`src/hw/fsec_regs.svh`:
```
`ifndef FSEC_REGS_SVH
`define FSEC_REGS_SVH

// -----------------------------------------------------------------
// Status reply layout
// -----------------------------------------------------------------
`define FSEC_START_MARK 8'h3a
`define FSEC_PAYLOAD_COUNT 8'h04
`define FSEC_RESERVED_BYTE 8'h00
`define FSEC_REPLY_LEN 3'h7
`define FSEC_ERASED_BYTE 8'hff

// -----------------------------------------------------------------
// Status code fields and erase-area fields
// -----------------------------------------------------------------
`define FSEC_STAT_BLANK_BIT 0
`define FSEC_STAT_RP_BIT 1
`define FSEC_AREA_START_MSB 7
`define FSEC_AREA_START_LSB 4
`define FSEC_AREA_END_MSB 3
`define FSEC_AREA_END_LSB 0
`define FSEC_SECTOR_TAIL 12'hfff
`define FSEC_SECTOR_HEAD 12'h000

// -----------------------------------------------------------------
// Reset values
// -----------------------------------------------------------------
`define FSEC_GATE_RESET 1'b0
`define FSEC_FLAG_RESET 1'b0

`endif

```
`src/hw/fsec_pkg.sv`:
```
package fsec_pkg;

   // Operation commands as decoded by the command sequencer
   typedef enum logic [2:0] {
      FSEC_CMD_WRITE = 3'h0,
      FSEC_CMD_RAMLOAD = 3'h1,
      FSEC_CMD_SUM = 3'h2,
      FSEC_CMD_PRODID = 3'h3,
      FSEC_CMD_STATUS = 3'h4,
      FSEC_CMD_ERASE = 3'h5,
      FSEC_CMD_PROTECT = 3'h6
   } fsec_cmd_e;

   // Handler states
   typedef enum logic [2:0] {
      FSEC_ST_IDLE = 3'h0,
      FSEC_ST_PWD = 3'h1,
      FSEC_ST_REPLY = 3'h2,
      FSEC_ST_HALT = 3'h3,
      FSEC_ST_LOOP = 3'h4
   } fsec_state_e;

   typedef logic [7:0] fsec_byte_t;

endpackage

```
`src/hw/fsec_fifo.sv`:
```
`timescale 1ns/1ps

module fsec_fifo #(
   parameter int WIDTH = 8,
   parameter int DEPTH = 16
) (
   input wire logic clk_sys,
   input wire logic nrst,
   input wire logic inValid,
   output logic inReady,
   input wire logic [WIDTH-1:0] inData,
   output logic outValid,
   input wire logic outReady,
   output logic [WIDTH-1:0] outData
);

   localparam int AW = $clog2(DEPTH);

   // Pointers wrap naturally, so depth must be a power of two
   initial begin
      if (DEPTH < 2 || (DEPTH & (DEPTH - 1)) != 0 || WIDTH < 1) begin
         $error("fsec_fifo: DEPTH must be a power of two >= 2");
      end
   end

   logic [WIDTH-1:0] mem [DEPTH];
   logic [AW-1:0] wrPtr_reg;
   logic [AW-1:0] rdPtr_reg;
   logic [AW:0] count_reg;
   logic doWrite;
   logic doRead;

   assign inReady = (count_reg != DEPTH[AW:0]);
   assign outValid = (count_reg != '0);
   assign outData = mem[rdPtr_reg];
   assign doWrite = inValid && inReady;
   assign doRead = outValid && outReady;

   // Storage carries no reset; only the pointers and the fill count need a defined value
   always_ff @(posedge clk_sys) begin
      if (doWrite) begin
         mem[wrPtr_reg] <= inData;
      end
   end

   // Pointer and fill count
   always_ff @(posedge clk_sys or negedge nrst) begin
      if (!nrst) begin
         wrPtr_reg <= '0;
         rdPtr_reg <= '0;
         count_reg <= '0;
      end else begin
         if (doWrite) begin
            wrPtr_reg <= wrPtr_reg + 1'b1;
         end
         if (doRead) begin
            rdPtr_reg <= rdPtr_reg + 1'b1;
         end
         if (doWrite && !doRead) begin
            count_reg <= count_reg + 1'b1;
         end else if (doRead && !doWrite) begin
            count_reg <= count_reg - 1'b1;
         end
      end
   end
endmodule

```
`src/hw/fsec_top.sv`:
```
`timescale 1ns/1ps
`include "fsec_regs.svh"

module fsec_top #(
   parameter int FIFO_DEPTH = 16,
   parameter logic [3:0] FLASH_FIRST_SECTOR = 4'hc
) (
   input wire logic clk_sys,
   input wire logic nrst,
   input wire logic cmdValid,
   input wire logic [2:0] cmdKind,
   input wire logic [7:0] cmdByte,
   input wire logic [7:0] eraseArea,
   input wire logic pwdDone,
   input wire logic pwdOk,
   input wire logic protectNv,
   input wire logic protectSetDone,
   input wire logic scanStart,
   input wire logic scanValid,
   input wire logic [7:0] scanByte,
   output logic txValid,
   input wire logic txReady,
   output logic cmdGo,
   output logic [2:0] cmdGoKind,
   output logic sectorEraseGo,
   output logic chipEraseGo,
   output logic [15:0] eraseFirstAddr,
   output logic [15:0] eraseLastAddr,
   output logic [7:0] txData,
   output logic halted,
   output logic readProtectFlag,
   output logic blankFlag,
   input wire logic serialMode,
   input wire logic gateWrEn,
   input wire logic [7:0] gateWrData,
   output logic [7:0] gateRdData,
   output logic portInputsValid
);

   initial begin
      if (FIFO_DEPTH < 8) begin
         $error("fsec_top: FIFO must hold a whole reply");
      end
   end

   // -----------------------------------------------------------------
   // Flags and status byte
   // -----------------------------------------------------------------
   fsec_pkg::fsec_state_e state_reg;
   fsec_pkg::fsec_byte_t statusCode;
   fsec_pkg::fsec_byte_t checksum;
   logic readProtectFlag_reg;
   logic blankFlag_reg;
   logic strapDone_reg;
   logic [3:0] eraseStartNibble;
   logic [3:0] eraseEndNibble;

   assign eraseStartNibble = eraseArea[`FSEC_AREA_START_MSB:`FSEC_AREA_START_LSB];
   assign eraseEndNibble = eraseArea[`FSEC_AREA_END_MSB:`FSEC_AREA_END_LSB];

   // Upper six bits are hard zero so the code never leaves 0..3
   always_comb begin
      statusCode = 8'h00;
      statusCode[`FSEC_STAT_RP_BIT] = readProtectFlag_reg;
      statusCode[`FSEC_STAT_BLANK_BIT] = blankFlag_reg;
   end

   // Reserved bytes add nothing, so only the code enters the sum
   assign checksum = 8'(8'h00 - (statusCode + `FSEC_RESERVED_BYTE));

   // Protection flag: nonvolatile level taken once after reset release
   always_ff @(posedge clk_sys or negedge nrst) begin
      if (!nrst) begin
         strapDone_reg <= 1'b0;
         readProtectFlag_reg <= `FSEC_FLAG_RESET;
      end else begin
         strapDone_reg <= 1'b1;
         if (!strapDone_reg) begin
            readProtectFlag_reg <= protectNv;
         end else if (protectSetDone) begin
            readProtectFlag_reg <= 1'b1;
         end else if (chipEraseGo) begin
            readProtectFlag_reg <= 1'b0;
         end
      end
   end

   // Blank flag: any byte in the top area other than all-ones sets it
   always_ff @(posedge clk_sys or negedge nrst) begin
      if (!nrst) begin
         blankFlag_reg <= `FSEC_FLAG_RESET;
      end else if (scanValid && scanByte != `FSEC_ERASED_BYTE) begin
         blankFlag_reg <= 1'b1;
      end else if (scanStart) begin
         blankFlag_reg <= 1'b0;
      end
   end

   // -----------------------------------------------------------------
   // Command gating
   // -----------------------------------------------------------------
   logic isSector;
   logic noFlash;
   logic refuse;
   logic needPwd;
   logic [2:0] pendKind_reg;
   logic pendChip_reg;

   assign isSector = (cmdKind == fsec_pkg::FSEC_CMD_ERASE) && (eraseStartNibble <= eraseEndNibble);
   assign noFlash = eraseEndNibble < FLASH_FIRST_SECTOR;

   // Refusal and password table indexed by protect and blank flags
   always_comb begin
      refuse = 1'b0;
      needPwd = 1'b0;
      case (cmdKind)
         fsec_pkg::FSEC_CMD_WRITE, fsec_pkg::FSEC_CMD_RAMLOAD: begin
            refuse = readProtectFlag_reg;
            needPwd = !readProtectFlag_reg && blankFlag_reg;
         end
         fsec_pkg::FSEC_CMD_ERASE: begin
            // Protected sector erase is not refused: it locks up instead
            needPwd = !isSector && blankFlag_reg;
         end
         fsec_pkg::FSEC_CMD_PROTECT: begin
            refuse = !blankFlag_reg;
            needPwd = blankFlag_reg;
         end
         fsec_pkg::FSEC_CMD_SUM, fsec_pkg::FSEC_CMD_PRODID, fsec_pkg::FSEC_CMD_STATUS: begin
            refuse = 1'b0;
            needPwd = 1'b0;
         end
         default: begin
            refuse = 1'b1;
         end
      endcase
   end

   // -----------------------------------------------------------------
   // Reply path into the FIFO
   // -----------------------------------------------------------------
   logic fifoInValid;
   logic fifoInReady;
   fsec_pkg::fsec_byte_t fifoInData;
   logic fifoOutValid;
   logic fifoOutReady;
   fsec_pkg::fsec_byte_t fifoOutData;
   logic [2:0] replyIdx_reg;
   logic echoPend_reg;
   fsec_pkg::fsec_byte_t echoByte_reg;

   // Reply byte sequence; index counts bytes already pushed
   always_comb begin
      case (replyIdx_reg)
         3'h0: fifoInData = `FSEC_START_MARK;
         3'h1: fifoInData = `FSEC_PAYLOAD_COUNT;
         3'h2: fifoInData = statusCode;
         3'h6: fifoInData = checksum;
         default: fifoInData = `FSEC_RESERVED_BYTE;
      endcase
      if (echoPend_reg) begin
         fifoInData = echoByte_reg;
      end
   end

   assign fifoInValid = (state_reg == fsec_pkg::FSEC_ST_REPLY) || echoPend_reg;

   // Output stage register so the link pins come from flops
   assign fifoOutReady = !txValid || txReady;

   always_ff @(posedge clk_sys or negedge nrst) begin
      if (!nrst) begin
         txValid <= 1'b0;
         txData <= 8'h00;
      end else if (fifoOutReady) begin
         txValid <= fifoOutValid;
         txData <= fifoOutData;
      end
   end

   fsec_fifo #(
      .WIDTH(8),
      .DEPTH(FIFO_DEPTH)
   ) u_fifo (
      .clk_sys(clk_sys),
      .nrst(nrst),
      .inValid(fifoInValid),
      .inReady(fifoInReady),
      .inData(fifoInData),
      .outValid(fifoOutValid),
      .outReady(fifoOutReady),
      .outData(fifoOutData)
   );

   // -----------------------------------------------------------------
   // Handler state machine
   // -----------------------------------------------------------------
   // Halt and loop states have no exit; only reset restarts the handler
   always_ff @(posedge clk_sys or negedge nrst) begin
      if (!nrst) begin
         state_reg <= fsec_pkg::FSEC_ST_IDLE;
         replyIdx_reg <= 3'h0;
         echoPend_reg <= 1'b0;
         echoByte_reg <= 8'h00;
         pendKind_reg <= 3'h0;
         pendChip_reg <= 1'b0;
      end else begin
         case (state_reg)
            fsec_pkg::FSEC_ST_IDLE: begin
               if (cmdValid && strapDone_reg) begin
                  pendKind_reg <= cmdKind;
                  pendChip_reg <= !isSector;
                  if (refuse) begin
                     echoPend_reg <= 1'b1;
                     echoByte_reg <= cmdByte;
                     state_reg <= fsec_pkg::FSEC_ST_HALT;
                  end else if (isSector && readProtectFlag_reg) begin
                     state_reg <= fsec_pkg::FSEC_ST_LOOP;
                  end else if (isSector && noFlash) begin
                     state_reg <= fsec_pkg::FSEC_ST_HALT;
                  end else if (needPwd) begin
                     state_reg <= fsec_pkg::FSEC_ST_PWD;
                  end else if (cmdKind == fsec_pkg::FSEC_CMD_STATUS) begin
                     replyIdx_reg <= 3'h0;
                     state_reg <= fsec_pkg::FSEC_ST_REPLY;
                  end
               end
            end
            fsec_pkg::FSEC_ST_PWD: begin
               if (pwdDone) begin
                  state_reg <= pwdOk ? fsec_pkg::FSEC_ST_IDLE : fsec_pkg::FSEC_ST_HALT;
               end
            end
            fsec_pkg::FSEC_ST_REPLY: begin
               if (fifoInReady) begin
                  replyIdx_reg <= replyIdx_reg + 3'h1;
                  if (replyIdx_reg == `FSEC_REPLY_LEN - 3'h1) begin
                     state_reg <= fsec_pkg::FSEC_ST_IDLE;
                  end
               end
            end
            fsec_pkg::FSEC_ST_HALT: begin
               if (echoPend_reg && fifoInReady) begin
                  echoPend_reg <= 1'b0;
               end
            end
            fsec_pkg::FSEC_ST_LOOP: begin
               state_reg <= fsec_pkg::FSEC_ST_LOOP;
            end
            default: begin
               state_reg <= fsec_pkg::FSEC_ST_HALT;
            end
         endcase
      end
   end

   // -----------------------------------------------------------------
   // Grant and erase outputs
   // -----------------------------------------------------------------
   logic grantNow;
   logic grantChip;
   logic idleTake;

   assign idleTake = (state_reg == fsec_pkg::FSEC_ST_IDLE) && cmdValid && strapDone_reg && !refuse
                     && !(isSector && (readProtectFlag_reg || noFlash));
   assign grantNow = (idleTake && !needPwd) || (state_reg == fsec_pkg::FSEC_ST_PWD && pwdDone && pwdOk);
   assign grantChip = idleTake ? !isSector : pendChip_reg;

   always_ff @(posedge clk_sys or negedge nrst) begin
      if (!nrst) begin
         cmdGo <= 1'b0;
         cmdGoKind <= 3'h0;
         sectorEraseGo <= 1'b0;
         chipEraseGo <= 1'b0;
         eraseFirstAddr <= 16'h0000;
         eraseLastAddr <= 16'h0000;
      end else begin
         cmdGo <= grantNow;
         if (grantNow) begin
            cmdGoKind <= idleTake ? cmdKind : pendKind_reg;
         end
         sectorEraseGo <= grantNow && idleTake && isSector;
         chipEraseGo <= grantNow && (idleTake ? cmdKind : pendKind_reg) == fsec_pkg::FSEC_CMD_ERASE
                        && grantChip;
         if (idleTake && cmdKind == fsec_pkg::FSEC_CMD_ERASE) begin
            eraseFirstAddr <= {eraseStartNibble, `FSEC_SECTOR_HEAD};
            eraseLastAddr <= {eraseEndNibble, `FSEC_SECTOR_TAIL};
         end
      end
   end

   // -----------------------------------------------------------------
   // Port input gating
   // -----------------------------------------------------------------
   logic portInputGate_reg;

   // Writes outside serial mode are dropped
   always_ff @(posedge clk_sys or negedge nrst) begin
      if (!nrst) begin
         portInputGate_reg <= `FSEC_GATE_RESET;
      end else if (gateWrEn && serialMode) begin
         portInputGate_reg <= gateWrData[0];
      end
   end

   // Bits 7..1 are undefined outside serial mode; echoing write data is cheap
   always_ff @(posedge clk_sys or negedge nrst) begin
      if (!nrst) begin
         gateRdData <= 8'h00;
         portInputsValid <= 1'b1;
      end else begin
         gateRdData <= serialMode ? {7'h00, portInputGate_reg} : {gateWrData[7:1], portInputGate_reg};
         portInputsValid <= !serialMode || portInputGate_reg;
      end
   end

   assign halted = state_reg == fsec_pkg::FSEC_ST_HALT || state_reg == fsec_pkg::FSEC_ST_LOOP;
   assign readProtectFlag = readProtectFlag_reg;
   assign blankFlag = blankFlag_reg;
endmodule

```
`config.mk`:
```
export PLATFORM = sky130hd
export DESIGN_NAME = fsec_top
export DESIGN_NICKNAME = d
export VERILOG_FILES = /design/src/hw/fsec_pkg.sv /design/src/hw/fsec_fifo.sv /design/src/hw/fsec_top.sv
export VERILOG_INCLUDE_DIRS = /design/src /design/src/hw
export SDC_FILE = /design/constraint.sdc
export NUM_CORES = 1
export LEC_CHECK = 0
export ABC_AREA = 1
export BUFFER_PORTS_ARGS = -buffer_cell sky130_fd_sc_hd__buf_2
export CAP_MARGIN = 20
export CORE_MARGIN = 10
export CORE_UTILIZATION = 52
export DETAILED_ROUTE_END_ITERATION = 7
export PLACE_DENSITY = 0.81
export SLEW_MARGIN = 10
export SYNTH_ARGS = -nofsm -noshare
export SYNTH_HDL_FRONTEND = slang
export SYNTH_SLANG_ARGS = --single-unit
export TNS_END_PERCENT = 5
```
`constraint.sdc`:
```
create_clock -name clk_sys -period 2.65 [get_ports clk_sys]
set_input_delay 0.1325 -clock clk_sys [delete_from_list [all_inputs] [get_ports clk_sys]]
set_output_delay 0.1325 -clock clk_sys [all_outputs]
set_load 0.02 [all_outputs]
```
==> out/metrics.csv <==
stage,metric,value,unit
setup_path,Worst EP arrival,2.80,ns
yosys,Netlist Area Pre-Place,0.00872,mm²
finish,Multi-input gate area,0.00269,mm²
clocking,"Setup Fix Bufs, Post-CTS",0,
status,outcome,"complete, no violations",
drt,WL final,20400,µm
clocking,clk sink count,197,
sta,Fmax,403,MHz
clocking,CTS tree,done,
global_routing,total track usage,18.4,%
sta,RSZ-0062 raised after global routing,no,
finish,final std cells w/o fill,1169,
finish,layout cells sized above 1,21.0,%
yosys,Synth Instances,795,
placement,PortBufs,93,
die,Die ar.,0.0224,mm²
yosys,Synth Warn #,0,
die,# IOs,106,
clocking,Num CTS Buffers,17,
sta,max-slew violations,0,
finish,max reg flops,128,
placement,DP Area,0.00945,mm²
yosys,post-synthesis sequential area ratio,63.9,%
setup_path,crit path cell chain,nor4_4 -> nand2_1 -> nand2_1 -> inv_2 -> ha_1 -> inv_2 -> ha_1 -> a21o_1 -> a21oi_1 -> nand2_1 -> nand2_1 -> nor2_1 -> xor2_1,
power,Peak VDD IR,598,µV
yosys,number of synthesized flops with an enable pin,128,
finish,Synth-to-Final Area Change,19.8,%
placement,RD Place Congestion,0.861,
global_routing,total grt overflow,0,
sta,shortest period the worst path allows,2.48,ns
yosys,Yosys cell types,47,
setup_path,CP endpoint kind,register,
setup_path,"slowest stage delay, CP",0.45,ns
yosys,Syn Area/Cell,11.0,µm²
global_routing,first-pass GRT wire length,32600,µm
clocking,worst skew pair latency,0.43,ns
sta,Hold Slack,0.0158,ns
finish,Fillers,1271,
placement,Post-Place Cells,1098,
sta,Least-Margin Pin Slew,0.910,ns
clocking,Worst-path clk slew,0.07,ns
placement,dpl hpwl,13200,µm
global_routing,pin count of the biggest net entering global routing,70,
setup_path,crit start category,register,
drt,Via Count,6261,
clocking,CTS root buf,clkbuf_16,
sta,final hold violations,0,
yosys,#FFs+latches synth,197,
setup_path,CP most frequent cell,nand2_1,
finish,most flop-heavy register,u_fifo.mem,
yosys,"Top FF cell, synth",edfxtp_1,
die,width of the chip,150,µm
setup_path,Max Fanout on Critical Path,4,
hold_path,min-delay worst type,in2reg,
drt,DRT Pass-1 Iters,5,
sta,Clock Skew,0.00911,ns
power,Static Leak,0.00448,µW
sta,TNS Setup,0,ns
finish,fin area,0.0105,mm²
global_routing,vias in the first global route,6257,
setup_path,critical setup path kind,reg2reg,
sta,Max-slew headroom,39.3,%
global_routing,initial antenna violation count,1,
die,FP Rows,47,
die,Die Y,150,µm
drt,Avg Vias per Cell,5.36,
finish,Layout Nets,1002,
sta,Tcrit/Tclk final,93.6,%
yosys,"FFs w/ async S/R, synth",35.0,%
clocking,clock buffer depth,2,
drt,Antenna Violating Nets Remaining,0,
drt,DRC Markers,0,
clocking,H-tree depth,4,
die,Initial Util,52.8,%
drt,wire per inst,17.5,µm
job,MaxCap Viol Count,0,
finish,Reg area,0.00557,mm²
setup_path,slowest library cell on the worst path,dfrtp_2,
sta,"Setup violations, final",0,
die,core box area,0.0165,mm²
setup_path,CP Data Required Time,2.97,ns
drt,DRT iter0 DRCs,530,
power,Pwr per Cell Area,1150,mW/mm²
-- worst max-delay path: cells and delay by family (launching register included) --
family,cells,cell delay [ns]
AO/OA/AOI/OAI,2,0.38
flip-flops,1,0.45
buffers and inverters,2,0.16
AND/OR/NAND/NOR,6,0.75
adder cells (fa/ha/maj),2,0.48
XOR/XNOR,1,0.13
-- final timing paths --
path / to / startpoint / slack, ns / depth (start not counted)
min reg2reg: gateRdData[0]$_DFF_PN0_ / portInputGate_reg$_DFFE_PN0P_ / 0.41 / 0
max in group asynchronous: u_fifo.count_reg[1]$_DFFE_PN0P_ / nrst / 1.65 / 2
min in group asynchronous: txData[4]$_DFFE_PN0N_ / nrst / 0.37 / 2
min: eraseLastAddr[15]$_DFFE_PN0P_ / eraseArea[3] / 0.02 / 3
max reg2reg: u_fifo.count_reg[4]$_DFFE_PN0P_ / u_fifo.count_reg[1]$_DFFE_PN0P_ / 0.17 / 13
max: u_fifo.count_reg[4]$_DFFE_PN0P_ / u_fifo.count_reg[1]$_DFFE_PN0P_ / 0.17 / 13
-- stage by stage --
step	util (%)	setup slack, ns	power, µW
global route	63.2	0.000675	12700
detailed placement	57.2	0.0466	9370
CTS	63.1	0.00315	12000
floorplan	-	0.193	7810
global placement	57.2	0.123	9190
finish	63.2	0.170	12000
-- synthesized netlist by cell type (7+ instances only) --
master	n	share of area, %
clkbuf_1	18	0.77
buf_2	7	0.40
xor2_1	7	0.70
mux2_2	8	1.0
a21oi_1	14	0.80
o21ai_0	77	4.4
buf_4	23	2.0
inv_1	54	2.3
ha_1	19	2.7
nand3_1	27	1.5
a31oi_1	8	0.57
nand2_1	131	5.6
dfrtp_1	68	20
o22ai_1	13	0.93
nor2_1	112	4.8
o221ai_1	16	1.6
edfxtp_1	128	44
-- metal layers --
layer,up-vias,wire length [µm],track usage (%)
met2,245,10100,31.0
met1,3002,8250,22.2
met5,-,0,0
li1,2983,-,-
met4,0,379,5.99
met3,31,1690,5.50
-- area by class of cell --
| type | count | share of cell area [%] |
|---|---|---|
| Tap cell | 220 | 2.63 |
| Antenna cell | 1 | 0.0239 |
| Multi-Input combinational cell | 498 | 25.8 |
| Timing Repair Buffer | 159 | 10.2 |
| Clock buffer | 17 | 4.07 |
| Clock inverter | 15 | 1.63 |
| Inverter | 62 | 2.30 |
| Sequential cell | 197 | 53.3 |
-- power by group --
part / switching, µW / internal [µW]
Sequential: 437 / 4520
Clock: 1270 / 1280
Combinational: 3040 / 1450
Total: 4750 / 7240
-- cells by family (layout without fill, tap and decap cells) --
family,Yosys count,after routing,synth area share [%]
AO/OA/AOI/OAI,146,146,9.97
other,2,14,0.0861
multiplexers,12,12,1.49
adder cells (fa/ha/maj),20,20,2.95
AND/OR/NAND/NOR,298,298,14.7
XOR/XNOR,9,9,0.904
buffers and inverters,111,253,6.04
flip-flops,197,197,63.9
-- timing repair --
item                       4_1_cts  5_1_grt
hold endpoints to repair        94        0
gates resized for setup          0        6
hold buffers                    38        0
setup endpoints to repair        0        2
-- cell usage in the layout (no fill, tap or decap), types with 4 or more instances in the layout --
| cell type | synthesis | layout |
|---|---|---|
| clkbuf_16 | 0 | 17 |
| mux2_2 | 8 | 8 |
| o21ai_2 | 5 | 5 |
| o221ai_1 | 16 | 16 |
| buf_2 | 7 | 92 |
| ha_1 | 19 | 19 |
| conb_1 | 2 | 13 |
| buf_4 | 23 | 28 |
| nand2_1 | 131 | 131 |
| inv_8 | 1 | 7 |
| nor2_1 | 112 | 111 |
| xor2_1 | 7 | 7 |
| dlygate4sd3_1 | 0 | 38 |
| nand2_4 | 5 | 5 |
| nand3_1 | 27 | 27 |
| nand2_2 | 4 | 4 |
| o21ai_0 | 77 | 77 |
| o22ai_1 | 13 | 13 |
| edfxtp_1 | 128 | 128 |
| dfrtp_1 | 68 | 66 |
| inv_1 | 54 | 53 |
| a31oi_1 | 8 | 8 |
| mux2i_1 | 4 | 4 |
| inv_2 | 5 | 6 |
| a21oi_1 | 14 | 14 |
Note: power is estimated with default switching activity, not from simulation.
